**config.mk**
```make
export PLATFORM = sky130hd
export DESIGN_NAME = pcs_monitor
export DESIGN_NICKNAME = d
export VERILOG_FILES = /design/src/pcs_pkg.sv /design/src/pcs_width_q.sv /design/src/pcs_monitor.sv
export SDC_FILE = /design/constraint.sdc
export NUM_CORES = 1
export LEC_CHECK = 0
export BUFFER_PORTS_ARGS = -buffer_cell sky130_fd_sc_hd__buf_4
export CAP_MARGIN = 20
export CORE_MARGIN = 3
export CORE_UTILIZATION = 30
export DETAILED_ROUTE_END_ITERATION = 6
export SLEW_MARGIN = 40
export SYNTH_ARGS = -nofsm -noshare
export SYNTH_HDL_FRONTEND = slang
export SYNTH_SLANG_ARGS = --single-unit
```
**constraint.sdc**
```tcl
create_clock -name clock_in -period 4.6 [get_ports clock_in]
set_input_delay 0.23 -clock clock_in [delete_from_list [all_inputs] [get_ports clock_in]]
set_output_delay 0.23 -clock clock_in [all_outputs]
set_load 0.1 [all_outputs]
```
**src/pcs_pkg.sv**
```systemverilog
// constants, types and register map of the press cyclic start monitor
// assumes a 250 mhz system clock and an apb register port
package pcs_pkg;

   // timing: all supervision runs on a millisecond tick
   localparam int unsigned CLK_KHZ        = 250000;
   localparam int unsigned TICK_MS        = 1;
   localparam int unsigned MS_CYCLES      = CLK_KHZ * TICK_MS;
   localparam logic [14:0] PULSE_SHORT_MS = 15'h0064;   // 100 ms
   localparam logic [14:0] PULSE_LONG_MS  = 15'h015e;   // 350 ms
   localparam logic [14:0] REARM_MAX_MS   = 15'h7530;   // 30 s
   localparam logic [14:0] NO_MAX_MS      = 15'h7fff;

   // register byte offsets
   localparam logic [11:0] CFG_OFS  = 12'h000;
   localparam logic [11:0] SUPV_OFS = 12'h004;
   localparam logic [11:0] STAT_OFS = 12'h008;

   // configuration register, bits [12:0]; two-bit settings hold their setting number
   typedef struct packed {
      logic       err_en;        // [12] fault indicator present
      logic       start_upper;   // [11] start only at upper stroke position
      logic       guard_long;    // [10] 350 ms least intervention
      logic       rearm_long;    // [9]  350 ms least rearm pulse
      logic [1:0] rearm_lock;    // [8:7] 1 none, 2 always, 3 after stop off top
      logic [1:0] first_start;   // [6:5] 1 at upper position, 2 after launch
      logic [1:0] permit2_mode;  // [4:3] 1 unused, 2 every start, 3 first start
      logic [2:0] interv_m1;     // [2:0] interventions per start minus one
   } pcs_cfg_t;
   localparam int unsigned CFG_W   = 13;
   localparam logic [12:0] CFG_RST = 13'h0128;
   localparam int unsigned SUPV_W  = 20;   // supervision time in ms, 0 is off
   localparam logic [1:0]  SET_1   = 2'h1;
   localparam logic [1:0]  SET_2   = 2'h2;
   localparam logic [1:0]  SET_3   = 2'h3;

   typedef enum logic [3:0] {
      ST_LOCK  = 4'h1,
      ST_COUNT = 4'h2,
      ST_REARM = 4'h4,
      ST_RUN   = 4'h8
   } pcs_state_t;

   // synchronised pins
   typedef struct packed {
      logic permit1;
      logic permit2;
      logic guard;
      logic upper;
      logic launch;
      logic rearm;
   } pcs_pins_t;

endpackage

```
**src/pcs_width_q.sv**
```systemverilog
// pulse width qualifier: reports the end of an active phase of valid length
// assumes a synchronised level and a one-cycle millisecond tick
`timescale 1ns/10ps
module pcs_width_q (
   // clock and reset
   input  wire logic        clock_in,
   input  wire logic        rst_in,
   // phase to measure
   input  wire logic        level_in,
   input  wire logic        tick_in,
   input  wire logic [14:0] min_ms_in,
   input  wire logic [14:0] max_ms_in,
   // qualified phase end
   output logic             done_out
);
   logic [14:0] cnt_ff;
   logic [14:0] nxt_cnt;
   logic        prev_ff;
   logic        done_ff;
   logic        nxt_done;

   always_comb begin
      nxt_cnt  = cnt_ff;
      nxt_done = 1'b0;
      if (!level_in) begin
         nxt_cnt = 15'h0000;
      end else if (tick_in && cnt_ff != 15'h7fff) begin
         nxt_cnt = cnt_ff + 15'h0001;   // saturates, so a stuck level never wraps
      end
      if (prev_ff && !level_in && cnt_ff >= min_ms_in && cnt_ff <= max_ms_in) begin
         nxt_done = 1'b1;
      end
   end

   always_ff @(posedge clock_in or posedge rst_in) begin
      if (rst_in) begin
         cnt_ff  <= 15'h0000;
         prev_ff <= 1'b0;
         done_ff <= 1'b0;
      end else begin
         cnt_ff  <= nxt_cnt;
         prev_ff <= level_in;
         done_ff <= nxt_done;
      end
   end

   assign done_out = done_ff;
endmodule // pcs_width_q

```
**src/pcs_monitor.sv**
```systemverilog
// press cyclic start monitor: counts guard interventions and grants stroke permit
// assumes asynchronous pins and an apb master on the system clock
//
// Operation
// - secondary permit: unused, every start, first start
// - first stroke after upper position or launch
// - rearm lock: none, always, after off-top stop
// - fault output on overrun or unexpected intervention
// - intervention needed while interventions remain
// - rearm needed when rearm lock engaged
// - overrun when supervision time exceeded
// - guard breach on unpermitted intervention
// - off-position stop flag until upper reached
// - intervention counts on high-low-high guard
// - permit and guard high raise intervention needed
// - following intervention raises press permit
// - rearm lock demands complete start sequence
// - complete start after permit loss, breach, overrun, power-up
// - breach holds: guard low, unmuted, off top
// - lock one: breach recovers without rearm
// - lock three: launch phase recovers without rearm
// - ignore interventions below least time
// - rearm pulse: least high time, 30 s cap
// - one to eight interventions per start
// - upper rising edge restarts intervention count
//
// Local design decisions: the APB interface to the registers and the placing of the registers.
`timescale 1ns/10ps
module pcs_monitor #(
   parameter int unsigned MS_CYCLES_P = pcs_pkg::MS_CYCLES
) (
   // clock and reset
   input  wire logic        clock_in,
   input  wire logic        rst_in,
   // apb slave
   input  wire logic        psel_in,
   input  wire logic        penable_in,
   input  wire logic        pwrite_in,
   input  wire logic [11:0] paddr_in,
   input  wire logic [31:0] pwdata_in,
   output logic [31:0]      prdata_out,
   output logic             pready_out,
   output logic             pslverr_out,
   // press pins, asynchronous
   input  wire logic        permit1_in,
   input  wire logic        permit2_in,
   input  wire logic        guard_in,
   input  wire logic        upper_in,
   input  wire logic        launch_in,
   input  wire logic        rearm_in,
   // press outputs
   output logic             permit_out,
   output logic             interv_needed_out,
   output logic             rearm_needed_out,
   output logic             overrun_out,
   output logic             breach_out,
   output logic             off_pos_out,
   output logic             fault_out
);
   pcs_pkg::pcs_pins_t  meta_ff, pins_ff, last_ff;
   pcs_pkg::pcs_cfg_t   cfg_ff, nxt_cfg;
   logic [pcs_pkg::SUPV_W-1:0] supv_ff, nxt_supv, tmr_ff, nxt_tmr;
   logic [31:0]         rd_ff, nxt_rd;
   logic [17:0]         div_ff, nxt_div;
   logic                tick;
   pcs_pkg::pcs_state_t st_ff, nxt_st;
   logic [2:0]          cnt_ff, nxt_cnt;
   logic                full_ff, nxt_full, need_rearm_ff, nxt_need_rearm;
   logic                left_ff, nxt_left, unexp_ff, nxt_unexp;
   logic                permit_ff, nxt_permit, intv_ff, nxt_intv, rearm_ff, nxt_rearm;
   logic                overrun_ff, nxt_overrun, breach_ff, nxt_breach;
   logic                off_ff, nxt_off, fault_ff, nxt_fault;
   logic                guard_done, rearm_done, mute, breach_cond, p2_ok, fail;
   logic                lock_stop, upper_rise, over_now, map_hit;

   function automatic logic is_mapped(input logic [11:0] a);
      is_mapped = (a == pcs_pkg::CFG_OFS) || (a == pcs_pkg::SUPV_OFS) ||
                  (a == pcs_pkg::STAT_OFS);
   endfunction

   // apb: zero wait, read data captured in setup phase
   assign map_hit     = is_mapped(paddr_in);
   assign pready_out  = 1'b1;
   assign pslverr_out = psel_in && penable_in && !map_hit;
   assign prdata_out  = rd_ff;

   always_comb begin
      nxt_cfg  = cfg_ff;
      nxt_supv = supv_ff;
      nxt_rd   = rd_ff;
      if (psel_in && penable_in && pwrite_in) begin
         if (paddr_in == pcs_pkg::CFG_OFS) begin
            nxt_cfg = pcs_pkg::pcs_cfg_t'(pwdata_in[pcs_pkg::CFG_W-1:0]);
         end
         if (paddr_in == pcs_pkg::SUPV_OFS) begin
            nxt_supv = pwdata_in[pcs_pkg::SUPV_W-1:0];
         end
      end
      if (psel_in && !penable_in) begin
         unique case (paddr_in)
            pcs_pkg::CFG_OFS:  nxt_rd = {19'h00000, cfg_ff};
            pcs_pkg::SUPV_OFS: nxt_rd = {12'h000, supv_ff};
            pcs_pkg::STAT_OFS: nxt_rd = {17'h00000, st_ff, cnt_ff, 1'b0, permit_ff, intv_ff,
                                         rearm_ff, overrun_ff, breach_ff, off_ff,
                                         fault_ff};
            default:           nxt_rd = 32'h00000000;
         endcase
      end
   end

   // millisecond tick
   always_comb begin
      tick    = (div_ff == 18'(MS_CYCLES_P - 1));
      nxt_div = tick ? 18'h00000 : div_ff + 18'h00001;
   end

   // intervention: guard low phase of least length, ended by guard high
   pcs_width_q u_guard_q (
      .clock_in  (clock_in),
      .rst_in    (rst_in),
      .level_in  (!pins_ff.guard),
      .tick_in   (tick),
      .min_ms_in (cfg_ff.guard_long ? pcs_pkg::PULSE_LONG_MS : pcs_pkg::PULSE_SHORT_MS),
      .max_ms_in (pcs_pkg::NO_MAX_MS),
      .done_out  (guard_done)
   );

   pcs_width_q u_rearm_q (
      .clock_in  (clock_in),
      .rst_in    (rst_in),
      .level_in  (pins_ff.rearm),
      .tick_in   (tick),
      .min_ms_in (cfg_ff.rearm_long ? pcs_pkg::PULSE_LONG_MS : pcs_pkg::PULSE_SHORT_MS),
      .max_ms_in (pcs_pkg::REARM_MAX_MS),
      .done_out  (rearm_done)
   );

   always_comb begin
      mute        = (cfg_ff.first_start == pcs_pkg::SET_2) && pins_ff.launch;
      breach_cond = !pins_ff.guard && !mute && !pins_ff.upper;
      p2_ok       = (cfg_ff.permit2_mode == pcs_pkg::SET_2 ||
                     (cfg_ff.permit2_mode == pcs_pkg::SET_3 && full_ff)) ?
                    pins_ff.permit2 : 1'b1;
      over_now    = (supv_ff != '0) && (tmr_ff >= supv_ff);
      // lock one never locks; lock three spares a stop in the launch phase
      lock_stop   = (cfg_ff.rearm_lock == pcs_pkg::SET_2) ||
                    (cfg_ff.rearm_lock == pcs_pkg::SET_3 && !pins_ff.launch &&
                     !pins_ff.upper);
      upper_rise  = pins_ff.upper && !last_ff.upper;
      fail        = !pins_ff.permit1 || overrun_ff || (st_ff == pcs_pkg::ST_RUN &&
                    breach_cond);
   end

   always_comb begin
      nxt_st         = st_ff;
      nxt_cnt        = cnt_ff;
      nxt_full       = full_ff;
      nxt_need_rearm = need_rearm_ff;
      nxt_left       = left_ff;
      nxt_unexp      = unexp_ff;
      nxt_tmr        = tmr_ff;
      nxt_overrun    = overrun_ff || (over_now && st_ff != pcs_pkg::ST_RUN &&
                                      st_ff != pcs_pkg::ST_LOCK);
      nxt_off        = off_ff && !pins_ff.upper;
      if (tick && nxt_tmr != '1) begin
         nxt_tmr = tmr_ff + 20'h00001;
      end
      unique case (st_ff)
         pcs_pkg::ST_LOCK: begin
            if (pins_ff.permit1 && pins_ff.guard && !off_ff && !breach_ff) begin
               nxt_st      = pcs_pkg::ST_COUNT;
               nxt_cnt     = 3'h0;
               nxt_tmr     = '0;
               nxt_overrun = 1'b0;
            end
         end
         pcs_pkg::ST_COUNT: begin
            if (guard_done) begin
               if (cnt_ff != cfg_ff.interv_m1) begin
                  nxt_cnt = cnt_ff + 3'h1;
               // lock two demands the rearm even when it was set after the stop
               end else if (full_ff && cfg_ff.rearm_lock != pcs_pkg::SET_1 &&
                            (need_rearm_ff || cfg_ff.rearm_lock == pcs_pkg::SET_2)) begin
                  nxt_st = pcs_pkg::ST_REARM;
               end else if (p2_ok) begin
                  nxt_st = pcs_pkg::ST_RUN;
               end else begin
                  nxt_st = pcs_pkg::ST_LOCK;
               end
            end
         end
         pcs_pkg::ST_REARM: begin
            if (rearm_done) begin
               nxt_st = p2_ok ? pcs_pkg::ST_RUN : pcs_pkg::ST_LOCK;
            end
         end
         pcs_pkg::ST_RUN: begin
            nxt_left = left_ff || !pins_ff.upper;
            if (guard_done && pins_ff.upper) begin
               nxt_unexp = 1'b1;
               nxt_st    = pcs_pkg::ST_LOCK;
            end else if (upper_rise && left_ff) begin
               nxt_st  = pcs_pkg::ST_COUNT;
               nxt_cnt = 3'h0;
               nxt_tmr = '0;
            end
         end
         default: nxt_st = pcs_pkg::ST_LOCK;
      endcase
      if (fail && st_ff != pcs_pkg::ST_LOCK) begin
         nxt_st         = pcs_pkg::ST_LOCK;
         nxt_full       = 1'b1;
         nxt_need_rearm = lock_stop;
         nxt_off        = cfg_ff.start_upper && !pins_ff.upper;
      end
      if (nxt_st == pcs_pkg::ST_RUN && st_ff != pcs_pkg::ST_RUN) begin
         nxt_full       = 1'b0;
         nxt_need_rearm = 1'b0;
         nxt_left       = 1'b0;
         nxt_unexp      = 1'b0;
      end
      nxt_permit  = (nxt_st == pcs_pkg::ST_RUN) && !fail;
      nxt_intv    = (nxt_st == pcs_pkg::ST_COUNT);
      nxt_rearm   = (nxt_st == pcs_pkg::ST_REARM);
      nxt_breach  = breach_cond && (st_ff == pcs_pkg::ST_RUN || breach_ff);
      nxt_fault   = cfg_ff.err_en && (nxt_overrun || nxt_unexp);
   end

   always_ff @(posedge clock_in or posedge rst_in) begin
      if (rst_in) begin
         meta_ff       <= '0;
         pins_ff       <= '0;
         last_ff       <= '0;
         cfg_ff        <= pcs_pkg::CFG_RST;
         supv_ff       <= '0;
         rd_ff         <= 32'h00000000;
         div_ff        <= 18'h00000;
         st_ff         <= pcs_pkg::ST_LOCK;
         cnt_ff        <= 3'h0;
         full_ff       <= 1'b1;
         need_rearm_ff <= 1'b1;   // power-up counts as a stop outside the upper position
         left_ff       <= 1'b0;
         unexp_ff      <= 1'b0;
         tmr_ff        <= '0;
         permit_ff     <= 1'b0;
         intv_ff       <= 1'b0;
         rearm_ff      <= 1'b0;
         overrun_ff    <= 1'b0;
         breach_ff     <= 1'b0;
         off_ff        <= 1'b0;
         fault_ff      <= 1'b0;
      end else begin
         meta_ff       <= {permit1_in, permit2_in, guard_in, upper_in, launch_in, rearm_in};
         pins_ff       <= meta_ff;
         last_ff       <= pins_ff;
         cfg_ff        <= nxt_cfg;
         supv_ff       <= nxt_supv;
         rd_ff         <= nxt_rd;
         div_ff        <= nxt_div;
         st_ff         <= nxt_st;
         cnt_ff        <= nxt_cnt;
         full_ff       <= nxt_full;
         need_rearm_ff <= nxt_need_rearm;
         left_ff       <= nxt_left;
         unexp_ff      <= nxt_unexp;
         tmr_ff        <= nxt_tmr;
         permit_ff     <= nxt_permit;
         intv_ff       <= nxt_intv;
         rearm_ff      <= nxt_rearm;
         overrun_ff    <= nxt_overrun;
         breach_ff     <= nxt_breach;
         off_ff        <= nxt_off;
         fault_ff      <= nxt_fault;
      end
   end

   assign permit_out        = permit_ff;
   assign interv_needed_out = intv_ff;
   assign rearm_needed_out  = rearm_ff;
   assign overrun_out       = overrun_ff;
   assign breach_out        = breach_ff;
   assign off_pos_out       = off_ff;
   assign fault_out         = fault_ff;
endmodule // pcs_monitor

```
==> impl_metrics.yaml <==
run_status:
  status: "complete, no violations"
power:
  p_leak_nw: 4.180
  ir_drop_mv: 0.2556
  power_frac_seq_pct: 44.7
  p_sw_share_pct: 25.03
  p_clk_share_pct: 46.9
  switchingPower_w: 0.0008038
  internal_power_w: 0.002407
  power_density_nw_per_um2: 334.3
  power_frac_comb_pct: 8.5
setup_path:
  cp_max_fo: 11
  critical_path_class: "reg2reg"
  ff2ff_path_depth: 5
  critPathCaptureType: "flip-flop"
  start_kind: "flip-flop"
  arrival_ns: 2.79
  critical_path_required_ns: 4.90
cts:
  cts_buffer_depth: 2
  htree_levels: 4
  cts_tree: "built"
  path_clk_slew_ns: 0.07
  clock-sinks: 156
  cts_repair_resize_count: 0
  cts_buffers: 17
  root_buffer: "clkbuf_16"
  clock_latency_ns: 0.42
sta:
  setup_viol: 0
  hold_viol: 0
  tightestPinTransition_ns: 0.7662
  fin_setup_tns_ns: 0
  finalClockSkew_ns: 0.009174
  finalCritPeriodShare_pct: 54.00
  max_freq_mhz: 402.6
  final.min_clock_period_ns: 2.484
  slew_headroom_pct: 48.92
  rsz0062_at_grt: "no"
  maxSlewViolCount: 0
die:
  die_h_um: 169.9
  initial_utilization_pct: 30.75
  core_area_um2: 26210
  rows: 59
  die_area_um2: 28860
  pin_count: 96
  die_x_um: 169.9
final_layout:
  final_nets: 963
  fill_cells: 2599
  final_area_um2: 9605
  regArea_um2: 3911
  n_antenna_cell: 0
  drive_above_1_share_pct: 18.19
  multiInputGateArea_um2: 3840
  area_delta_synth_final_pct: 19.21
synthesis:
  async_flop_share_pct: 100.0
  synth_top_cell_by_area: "dfrtp_1"
  synth_cell_types: 65
  syn_area_um2: 8058
  netlist_instances: 799
  yosys.area.top_type_share_pct: 46.58
  synth_seq_area_share_pct: 48.54
  yosysWarnings: 0
  ys_seq_elements: 156
  syn_area_per_cell_um2: 10.08
  synthTopCellsByArea: "dfrtp_1, ha_1, xnor2_1, mux2_2, nand2_1"
  synthFlopType: "dfrtp_1"
  synth_edf_count: 0
worst_hold_path:
  hold_depth: 2
  worst_hold_path_type: "in2reg"
run:
  drv_cap: 0
global_routing:
  grt_antenna_before_repair: 0
  overflow: 0
  use_met3_pct: 2.787
  grtUsageTotal_pct: 13.46
  grtUsageMet2_pct: 20.04
  top_usage_layer: "met2"
  grt_max_degree: 88
  grt_pass1_vias: 5773
  grt_pass1_wl_mm: 31.10
  gr-usage-met1_pct: 19.76
placed_design:
  port_buffers: 70
  gp_congestion: 0.8167
  hpwl_mm: 13.39
  place_area_um2: 8895
routing:
  drc: 0
  drtAntennaViolNets: 0
  drt-total-wl_mm: 18.99
  drt-initial-drc-count: 433
  vias_per_cell: 4.984
  vias: 6080
  avgRoutedWirePerCell_um: 15.56
  dr.pass1.iters: 5
-- synth_stat cells, types with 6 or more instances --
cell type and instances:
a21oi_1 18, or3_1 9, clkbuf_1 19, nor4b_1 8, dfrtp_1 150, a222oi_1 12, nand3_1 28, inv_1 41
nand2_1 75, dfstp_2 6, nand4_1 16, nor2_1 69, xnor2_1 51, o21ai_0 36, o21a_1 10, mux2_2 33
and2_1 18, xor2_1 6, ha_1 36, a211oi_1 6, nor2b_1 7, and3_1 12, nor3_1 20, nor4_1 20
buf_4 14
-- registers in the layout, indices dropped and copies added, names as in the netlist, 3 cells and up --
name / cells
prdata_out: 20
supv_ff: 20
tmr_ff: 20
div_ff: 18
u_guard_q.cnt_ff: 15
u_rearm_q.cnt_ff: 15
cfg_ff: 13
meta_ff: 6
pins_ff: 6
st_ff: 4
cnt_ff: 3
-- metal layers --
metal	wire, um	vias up
met2	8371	165
li1	-	2950
met3	1075	15
met1	9266	2950
met5	0	-
met4	276	0
-- layout make-up --
cell class / instances / share of cell area (%)
clock buffer: 20 / 4.650
sequential: 156 / 40.72
clock inverter: 12 / 1.941
tap: 335 / 4.364
timing repair buffer: 83 / 6.669
inverter: 41 / 1.680
multi-input combinational: 573 / 39.98
-- power groups by stage --
stage	Sequential [W]	Clock (W)	Combinational (W)
after floorplan	0.00146	0	0.000190
after global placement	0.00146	0	0.000266
after detailed placement	0.00146	0	0.000269
after CTS	0.00143	0.00154	0.000274
after global routing	0.00144	0.00161	0.000293
final	0.00143	0.00151	0.000272
-- cell families (layout without fill, tap and decap cells) --
| kind of cell | Yosys count | count (layout) | share of synthesized area (%) |
|---|---|---|---|
| compound gates | 117 | 117 | 9.829 |
| xor+xnor | 57 | 57 | 6.196 |
| fa+ha+maj | 36 | 36 | 5.590 |
| buf+inv | 81 | 156 | 4.503 |
| flops | 156 | 156 | 48.54 |
| mux | 38 | 38 | 5.233 |
| other cells | 2 | 13 | 0.09320 |
| simple gates | 312 | 312 | 20.02 |
-- per-stage QoR --
| step | setup slack [ns] | hold slack (ns) | cells | total power, W | utilization, % |
|---|---|---|---|---|---|
| after floorplan | 0.1734 | 0.2614 | 810 | 0.001647 | - |
| after global placement | 1.912 | 0.3333 | 1181 | 0.001725 | 33.90 |
| after detailed placement | 1.848 | 0.3355 | 1181 | 0.001729 | 33.94 |
| after CTS | 2.122 | 0.01009 | 1219 | 0.003246 | 36.59 |
| after global routing | 1.946 | 0.02238 | 1220 | 0.003339 | 36.65 |
| final | 2.116 | 0.03693 | 1220 | 0.003211 | 36.65 |
-- worst max-delay path, cell delays in order, from the launching register on --
cell	delay (ns)
dfrtp_1	0.53
or4b_2	0.81
nor4_1	0.37
o21a_1	0.19
nand2_1	0.19
a32o_1	0.28
-- final timing paths --
kind | from | to | slack (ns)
max | st_ff[3]$_DFF_PP0_ | fault_out$_DFF_PP0_ | 2.12
min | pwdata_in[18] | supv_ff[18]$_DFFE_PP0P_ | 0.04
max reg2reg | st_ff[3]$_DFF_PP0_ | fault_out$_DFF_PP0_ | 2.12
min reg2reg | meta_ff[1]$_DFF_PP0_ | pins_ff[1]$_DFF_PP0_ | 0.35
max in group asynchronous | rst_in | cfg_ff[3]$_DFFE_PP1P_ | 3.21
min in group asynchronous | rst_in | div_ff[6]$_DFF_PP0_ | 0.46
-- timing repair --
| action | CTS | global route |
|---|---|---|
| endpoints found under the hold margin | 6 | 84 |
| hold buffers | 6 | 1 |
| buffers inserted | 0 | 0 |
-- cells in the final DEF, fill, tap and decap left out, types with 7 or more instances in the layout --
cell type and n:
a222oi_1 12, and2_1 18, buf_4 76, or3_1 9
dfrtp_1 150, conb_1 13, dlygate4sd3_1 7, mux2_2 33
o21a_1 10, a21oi_1 18, nor2b_1 7, clkbuf_16 17
nor4_1 20, nand2_1 75, nor3_1 20, xnor2_1 51
nor2_1 69, ha_1 36, and3_1 11, inv_1 40
nor4b_1 8, o21ai_0 35, nand4_1 16, nand3_1 28
No activity file was read; power rests on OpenSTA's default activity.
